File: config.mk
export PLATFORM = sky130hd
export DESIGN_NAME = halfword_load_unit
export DESIGN_NICKNAME = d
export VERILOG_FILES = /design/src/core/halfword_load_pkg.sv /design/src/core/halfword_load_unit.sv /design/src/core/halfword_load_decode.sv
export SDC_FILE = /design/constraint.sdc
export NUM_CORES = 1
export LEC_CHECK = 0
export BUFFER_PORTS_ARGS = -buffer_cell sky130_fd_sc_hd__buf_2
export CELL_PAD_IN_SITES_DETAIL_PLACEMENT = 1
export CELL_PAD_IN_SITES_GLOBAL_PLACEMENT = 1
export CORE_UTILIZATION = 40
export CTS_BUF_LIST = sky130_fd_sc_hd__clkbuf_4 sky130_fd_sc_hd__clkbuf_8
export DETAILED_ROUTE_END_ITERATION = 8
export PLACE_DENSITY_LB_ADDON = 0.12
export REMOVE_ABC_BUFFERS = 1
export SYNTH_ARGS = -nofsm -noshare
export SYNTH_HDL_FRONTEND = slang
export SYNTH_HIERARCHICAL = 1
export SYNTH_SLANG_ARGS = --single-unit
File: constraint.sdc
create_clock -name clk -period 6.7 [get_ports clk]
set_input_delay 0.67 -clock clk [delete_from_list [all_inputs] [get_ports clk]]
set_output_delay 0.67 -clock clk [all_outputs]
set_load 0.03 [all_outputs]
File: src/core/halfword_load_pkg.sv
// halfword load unit: shared constants, field positions, states and carriers
// assumes little-endian instruction bit numbering (bit 31 is the msb)
package halfword_load_pkg;

    localparam int XLEN         = 32;
    localparam int HALF_W       = 16;
    localparam int REG_AW       = 5;

    // instruction field positions, little-endian index of msb/lsb
    localparam int F_PRIM_HI    = 31;
    localparam int F_PRIM_LO    = 26;
    localparam int F_TGT_HI     = 25;
    localparam int F_TGT_LO     = 21;
    localparam int F_BASE_HI    = 20;
    localparam int F_BASE_LO    = 16;
    localparam int F_IDX_HI     = 15;
    localparam int F_IDX_LO     = 11;
    localparam int F_XO_HI      = 10;
    localparam int F_XO_LO      = 1;
    localparam int F_RSVD       = 0;
    localparam int F_IMM_HI     = 15;

    localparam logic [5:0] OP_INDEXED      = 6'h1F;
    localparam logic [5:0] OP_ZEXT_DISP    = 6'h28;
    localparam logic [5:0] OP_ZEXT_DISP_UP = 6'h29;

    localparam logic [9:0] XO_SEXT_IDX_UP  = 10'h177;
    localparam logic [9:0] XO_SEXT_IDX     = 10'h157;
    localparam logic [9:0] XO_SWAP_IDX     = 10'h316;
    localparam logic [9:0] XO_ZEXT_IDX_UP  = 10'h137;

    localparam logic [REG_AW-1:0] REG_ZERO = 5'h00;
    localparam logic [XLEN-1:0]   WORD_ZERO = 32'h0000_0000;

    typedef enum logic [3:0] {
        ST_IDLE = 4'b0001,
        ST_OPND = 4'b0010,
        ST_MEM  = 4'b0100,
        ST_DONE = 4'b1000
    } state_t;

    typedef struct packed {
        logic              legal;
        logic              indexed;
        logic              update;
        logic              sext;
        logic              swap;
        logic              invalid_form;
        logic [REG_AW-1:0] tgt;
        logic [REG_AW-1:0] base;
        logic [REG_AW-1:0] idx;
        logic [HALF_W-1:0] imm;
    } dec_t;

    typedef struct packed {
        logic            valid;
        logic [XLEN-1:0] word;
    } instr_req_t;

    typedef struct packed {
        logic            req;
        logic [XLEN-1:0] addr;
    } mem_req_t;

    typedef struct packed {
        logic              valid;
        logic [HALF_W-1:0] rdata;
        logic              no_access;
        logic              tlb_miss;
    } mem_resp_t;

    typedef struct packed {
        logic              en;
        logic [REG_AW-1:0] addr;
        logic [XLEN-1:0]   data;
    } wb_t;

    typedef struct packed {
        logic done;
        logic data_storage;
        logic tlb_miss;
        logic invalid_form;
        logic unsupported;
    } status_t;

endpackage

File: src/core/halfword_load_unit.sv
// halfword load unit: accepts one instruction, reads operands, loads a halfword
// assumes an async-read register file outside and a memory path that answers
// one halfword per request together with its translation result
`timescale 1ns/1ps

// Functional notes
// - op 31 xo 375: sign-extend, indexed, update
// - op 31 xo 343: sign-extend, indexed
// - op 31 xo 790: byte swap, zero-extend
// - op 40: displacement, zero-extend
// - op 41: displacement, zero-extend, update
// - op 31 xo 311: zero-extend, indexed, update
// - immediate sign-extended to 32 bits
// - non-update base zero when field zero
// - indexed adds full index register
// - update uses register base, writes address back
// - sign-extend halfword into 32-bit target
// - zero-extend halfword with 16 zeros
// - swap bytes, clear upper target half
// - storage fault only user, relocation, no-access
// - relocation with no translation gives miss
// - bad update form, no program exception
// - reserved bit set, no program exception
// - only target and base registers written
module halfword_load_unit
    import halfword_load_pkg::*;
(
    input  wire logic              clk,
    input  wire logic              nrst,
    input  instr_req_t             instr_in,
    output logic                   instr_ready,
    input  wire logic              user_mode,
    input  wire logic              data_reloc,
    output logic [REG_AW-1:0]      gpr_base_addr,
    output logic [REG_AW-1:0]      gpr_idx_addr,
    input  wire logic [XLEN-1:0]   gpr_base_data,
    input  wire logic [XLEN-1:0]   gpr_idx_data,
    output mem_req_t               mem_out,
    input  mem_resp_t              mem_in,
    output wb_t                    wb_tgt,
    output wb_t                    wb_base,
    output status_t                status
);

    state_t            state_reg;
    state_t            state_next;
    dec_t              dec_now;
    dec_t              dec_reg;
    logic              user_reg;
    logic              reloc_reg;
    logic              accept;
    logic [XLEN-1:0]   base_val;
    logic [XLEN-1:0]   offset_val;
    logic [XLEN-1:0]   effective_addr;
    logic [XLEN-1:0]   addr_reg;
    logic [HALF_W-1:0] half_reg;
    logic              fault_dsi;
    logic              fault_tlb;
    wb_t               wb_tgt_reg;
    wb_t               wb_base_reg;
    status_t           status_reg;

    function automatic logic [XLEN-1:0] sign_extend_op(input logic [HALF_W-1:0] h);
        sign_extend_op = {{(XLEN-HALF_W){h[HALF_W-1]}}, h};
    endfunction

    function automatic logic [XLEN-1:0] shape_result(input dec_t d,
                                                     input logic [HALF_W-1:0] h);
        if (d.sext)
            shape_result = sign_extend_op(h);
        else if (d.swap)
            shape_result = {{(XLEN-HALF_W){1'b0}}, h[7:0], h[15:8]};
        else
            shape_result = {{(XLEN-HALF_W){1'b0}}, h};
    endfunction

    halfword_load_decode u_halfword_load_decode
    (
        .word (instr_in.word),
        .dec  (dec_now)
    );

    assign instr_ready = (state_reg == ST_IDLE);
    assign accept      = instr_in.valid && instr_ready;

    always_comb
    begin
        state_next = state_reg;
        case (state_reg)
            ST_IDLE:
                if (accept)
                    state_next = dec_now.legal ? ST_OPND : ST_DONE;
            ST_OPND:
                state_next = ST_MEM;
            ST_MEM:
                if (mem_in.valid)
                    state_next = ST_DONE;
            ST_DONE:
                state_next = ST_IDLE;
            default:
                state_next = ST_IDLE;
        endcase
    end

    always_ff @(posedge clk or negedge nrst)
    begin
        if (!nrst)
            state_reg <= ST_IDLE;
        else
            state_reg <= state_next;
    end

    always_ff @(posedge clk or negedge nrst)
    begin
        if (!nrst)
        begin
            dec_reg   <= '0;
            user_reg  <= 1'b0;
            reloc_reg <= 1'b0;
        end
        else if (accept)
        begin
            dec_reg   <= dec_now;
            user_reg  <= user_mode;
            reloc_reg <= data_reloc;
        end
    end

    assign gpr_base_addr = dec_reg.base;
    assign gpr_idx_addr  = dec_reg.idx;

    assign base_val = (dec_reg.update || (dec_reg.base != REG_ZERO)) ? gpr_base_data : WORD_ZERO;
    assign offset_val     = dec_reg.indexed ? gpr_idx_data : sign_extend_op(dec_reg.imm);
    assign effective_addr = base_val + offset_val;

    always_ff @(posedge clk or negedge nrst)
    begin
        if (!nrst)
            addr_reg <= WORD_ZERO;
        else if (state_reg == ST_OPND)
            addr_reg <= effective_addr;
    end

    // address held steady for the whole wait
    assign mem_out.req  = (state_reg == ST_MEM);
    assign mem_out.addr = addr_reg;

    assign fault_tlb = reloc_reg && mem_in.tlb_miss;
    // no-access only in user mode under relocation
    assign fault_dsi = user_reg && reloc_reg && mem_in.no_access && !mem_in.tlb_miss;

    always_ff @(posedge clk or negedge nrst)
    begin
        if (!nrst)
            half_reg <= '0;
        else if ((state_reg == ST_MEM) && mem_in.valid)
            half_reg <= mem_in.rdata;
    end

    // write-back pulses for exactly the done cycle
    always_ff @(posedge clk or negedge nrst)
    begin
        if (!nrst)
        begin
            wb_tgt_reg  <= '0;
            wb_base_reg <= '0;
        end
        else if ((state_reg == ST_MEM) && mem_in.valid)
        begin
            wb_tgt_reg.en    <= !fault_tlb && !fault_dsi;
            wb_tgt_reg.addr  <= dec_reg.tgt;
            wb_tgt_reg.data  <= shape_result(dec_reg, mem_in.rdata);
            // base write only for update forms
            // base equal target lets target win
            wb_base_reg.en   <= !fault_tlb && !fault_dsi && dec_reg.update
                                && (dec_reg.base != dec_reg.tgt);
            wb_base_reg.addr <= dec_reg.base;
            wb_base_reg.data <= addr_reg;
        end
        else
        begin
            wb_tgt_reg.en  <= 1'b0;
            wb_base_reg.en <= 1'b0;
        end
    end

    always_ff @(posedge clk or negedge nrst)
    begin
        if (!nrst)
            status_reg <= '0;
        else if (accept && !dec_now.legal)
        begin
            status_reg             <= '0;
            status_reg.done        <= 1'b1;
            status_reg.unsupported <= 1'b1;
        end
        else if ((state_reg == ST_MEM) && mem_in.valid)
        begin
            status_reg.done         <= 1'b1;
            status_reg.data_storage <= fault_dsi;
            status_reg.tlb_miss     <= fault_tlb;
            status_reg.invalid_form <= dec_reg.invalid_form;
            status_reg.unsupported  <= 1'b0;
        end
        else
            status_reg.done <= 1'b0;
    end

    assign wb_tgt  = wb_tgt_reg;
    assign wb_base = wb_base_reg;
    assign status  = status_reg;
endmodule // halfword_load_unit

File: src/core/halfword_load_decode.sv
// halfword load unit: combinational instruction decoder
// assumes a 32-bit instruction word with bit 31 as msb in the listed fields
`timescale 1ns/1ps
module halfword_load_decode
    import halfword_load_pkg::*;
(
    input  wire logic [XLEN-1:0] word,
    output dec_t                 dec
);

    logic [5:0] prim;
    logic [9:0] xo;
    logic       x_sext_up;
    logic       x_sext;
    logic       x_swap;
    logic       x_zext_up;
    logic       d_zext;
    logic       d_zext_up;

    assign prim = word[F_PRIM_HI:F_PRIM_LO];
    assign xo   = word[F_XO_HI:F_XO_LO];

    assign x_sext_up = (prim == OP_INDEXED) && (xo == XO_SEXT_IDX_UP);
    assign x_sext    = (prim == OP_INDEXED) && (xo == XO_SEXT_IDX);
    assign x_swap    = (prim == OP_INDEXED) && (xo == XO_SWAP_IDX);
    assign x_zext_up = (prim == OP_INDEXED) && (xo == XO_ZEXT_IDX_UP);
    assign d_zext    = (prim == OP_ZEXT_DISP);
    assign d_zext_up = (prim == OP_ZEXT_DISP_UP);

    always_comb
    begin
        dec.tgt     = word[F_TGT_HI:F_TGT_LO];
        dec.base    = word[F_BASE_HI:F_BASE_LO];
        dec.idx     = word[F_IDX_HI:F_IDX_LO];
        dec.imm     = word[F_IMM_HI:0];
        dec.indexed = x_sext_up | x_sext | x_swap | x_zext_up;
        dec.legal   = dec.indexed | d_zext | d_zext_up;
        dec.update  = x_sext_up | x_zext_up | d_zext_up;
        dec.sext    = x_sext_up | x_sext;
        dec.swap    = x_swap;
        // reserved bit set in indexed form, or update form with base equal to target or base zero
        dec.invalid_form = (dec.indexed && word[F_RSVD])
                         || (dec.update && ((dec.base == dec.tgt) || (dec.base == REG_ZERO)));
    end

endmodule // halfword_load_decode

==> results.md <==
- DRT Pass-1 Iters: 6
- Seq pwr share: 36.2%
- Fmax achieved: 230 MHz
- HP Class: in2async
- DPL Wire Length: 16.3 mm
- Max_cap viols: 0
- Reg2Reg Depth: 13
- Sw power: 1.10 mW
- DRC violations left: 0
- M1 wire length: 10.5 mm
- Final core occ: 48.0%
- Slew @ Worst Pin: 1.11 ns
- ANT nets after route: 0
- Final setup violation count: 0
- Synth-to-Final Area Change: 17.7%
- Mapped Cells: 809
- Top post-synthesis cells by area: dfrtp_1, mux2_2, buf_4
- DRT iter0 DRCs: 312
- CTS resizes: 0
- DR WL/cell: 17.3 um
- Crit-path max FO: 32
- CP Launch Type: flop
- Global-route wire length before repair: 35.7 mm
- Crit path from: gpr_base_addr[0]$_DFFE_PN0P_
- Rows: 52
- Period minus WS final: 4.36 ns
- Final #Nets: 1132
- Worst R2R Setup Slack: 2.34 ns
- Setup repair after global routing missed its margin: no
- Syn avg cell area: 10.2 um2
- IO Port Bufs: 244
- Initial Utilization: 40.8%
- Post-CTS Hold Fix Bufs: 0
- Number of flops mapped to enable cells by yosys: 0
- Vias per cell: 5.07
- I/O pins: 245
- Gp weighted congestion: 0.800
- CTS sink cnt: 140
- Met2 Wirelength: 10.0 mm
- Top Metal Used: met4
- Post-synth cell types: 67
- Clock Power Share: 26.5%
- Yosys reg bits: 140
- H-tree depth: 4
- Detailed Route WL: 21.9 mm
- Max reg flops: 38
- Chip width: 145 um
- CTS tree: done
- Post-CTS Setup Inserts: 0
- DR vias: 6412
- Worst r2r src: gpr_base_addr[0]$_DFFE_PN0P_
- Critical path endpoint category: flop
- Commonest non-fill, non-tap cell in the layout: buf_2
- Critical path arrival: 4.70 ns
- Final period util: 65.0%
- Gr ovfl total: 0
- Die area: 21100 um2
- Max-slew violations: 0
- Sequential cell area fraction in the yosys report: 42.6%
- Leakage power: 4.75 nW
- Dominant synthesized flop cell: dfrtp_1
- Cell internal pwr: 1.68 mW
- DR WL met3: 974 um
- Inserted Clock Buffers: 17
- Setup TNS: 0 ns
- Final Hold Fails: 0
- Vias in the first global route: 6670
- R2r endpoint: addr_reg[24]$_DFFE_PN0P_
- Leading area contributor after synthesis: dfrtp_1
- Most frequent cells in the layout: buf_2, dfrtp_1, nand2_1, mux2_2, o21ai_0
- Synth top area share: 42.3%
- Status: finished clean
- Power Dens Cells: 287 nW/um2
- Layout cells sized above 1: 40.3%
- Worst Skew: 0.0191 ns
- Clk_lat worst skew: 0.47 ns
- Warnings, synthesis: 6
- Syn Std Cell Area: 8220 um2
- Tot GR Track Use: 21.3%
- CP Data Required Time: 7.04 ns
- CTS root buf: clkbuf_8
- Largest net degree at the start of global routing: 84
- Slew margin rel.: 25.8%
- Comb pwr share: 37.3%
- Switching Share: 39.6%
- Reg clk slew, reported paths: 0.10 ns
- Die height: 145 um
- Post-synthesis async set-or-reset flop share: 100%
- Setup CP Type: reg2reg
- CTS max path bufs: 2
- Peak VDD IR: 119 uV
- Initial antenna violation count: 2
- Core area: 20200 um2
[synth_stat cells (3+ instances only)]
| cell | n |
|---|---|
| a21oi_2 | 4 |
| xor2_1 | 13 |
| nand2_1 | 111 |
| o21bai_1 | 5 |
| nor4b_1 | 4 |
| o21ai_1 | 7 |
| a21oi_1 | 33 |
| clkbuf_1 | 27 |
| a31oi_1 | 6 |
| nor2b_1 | 7 |
| buf_4 | 57 |
| mux2_2 | 95 |
| and3_1 | 7 |
| mux2i_1 | 19 |
| nand2b_1 | 4 |
| a21o_1 | 18 |
| buf_1 | 5 |
| o21ai_0 | 54 |
| buf_2 | 7 |
| and2_1 | 31 |
| nand4_1 | 6 |
| inv_1 | 7 |
| a211oi_1 | 3 |
| ha_1 | 31 |
| xnor2_1 | 23 |
| nor2_1 | 20 |
| o211ai_1 | 3 |
| nand3_1 | 13 |
| dfrtp_1 | 139 |
[power by group through the flow]
stage / clock network, mW / registers, mW / logic (mW)
after CTS: 0.765 / 1.01 / 1.04
after global routing: 0.794 / 1.02 / 1.14
final: 0.735 / 1.00 / 1.04
after detailed placement: 0 / 1.02 / 1.04
after floorplan: 0 / 1.12 / 0.627
after global placement: 0 / 1.02 / 1.03
[critical path: stages (launching register included)]
cell	delay, ns
dfrtp_1	0.44
nor4_1	0.28
nand2_1	0.61
and2_1	0.43
ha_1	0.22
fa_1	0.42
a21o_1	0.23
a311o_1	0.42
a21oi_2	0.15
o31ai_2	0.10
a311oi_2	0.49
o21ai_1	0.16
xnor2_1	0.17
o21ai_1	0.08
[cell type report]
cell class,count,area (um2)
Clock inverter,15,189
Clock buffer,17,234
Inverter,7,26.3
Antenna cell,2,5.00
Timing Repair Buffer,249,1260
Fill cell,2336,10500
Sequential cell,140,3500
Multi-Input combinational cell,565,4110
Tap cell,270,338
[cell families after synthesis]
logic type | after synthesis | share of synthesized area, %
AND/OR/NAND/NOR | 223 | 13.4
AO/OA/AOI/OAI | 160 | 12.3
flip-flops | 140 | 42.6
multiplexers | 114 | 15.3
buffers and inverters | 104 | 7.47
XOR/XNOR | 36 | 3.84
adder cells (fa/ha/maj) | 32 | 4.96
[per-layer routing]
metal | global-route usage, % | up-vias
li1 | - | 3129
met1 | 29.5 | 3114
met2 | 33.3 | 144
met3 | 5.14 | 25
met4 | 5.63 | 0
met5 | 0 | -
[metrics by stage]
| stage | area (um2) | total power [mW] | std cells | setup WS [ns] | hold WS [ns] |
|---|---|---|---|---|---|
| 4_1_cts | 9670 | 2.81 | 1263 | 2.30 | 0.230 |
| 5_1_grt | 9670 | 2.95 | 1265 | 2.00 | 0.252 |
| 2_1_floorplan | 7630 | 1.75 | 712 | 2.41 | 0.374 |
| 3_3_place_gp | 9240 | 2.05 | 1231 | 2.46 | 0.455 |
| 3_5_place_dp | 9240 | 2.06 | 1231 | 2.36 | 0.469 |
| 6_report | 9670 | 2.78 | 1265 | 2.34 | 0.212 |
[worst max-delay path by stage]
| stage | endpoint | slack [ns] | depth (start not counted) |
|---|---|---|---|
| floorplan | wb_base[37]$_DFF_PN0_ | 2.41 | 4 |
| global placement | addr_reg[24]$_DFFE_PN0P_ | 2.46 | 13 |
| detailed placement | addr_reg[24]$_DFFE_PN0P_ | 2.36 | 13 |
| CTS | addr_reg[24]$_DFFE_PN0P_ | 2.30 | 13 |
| global route | addr_reg[24]$_DFFE_PN0P_ | 2.00 | 13 |
| finish | addr_reg[24]$_DFFE_PN0P_ | 2.34 | 13 |
Power figures use the tool's default switching activity.
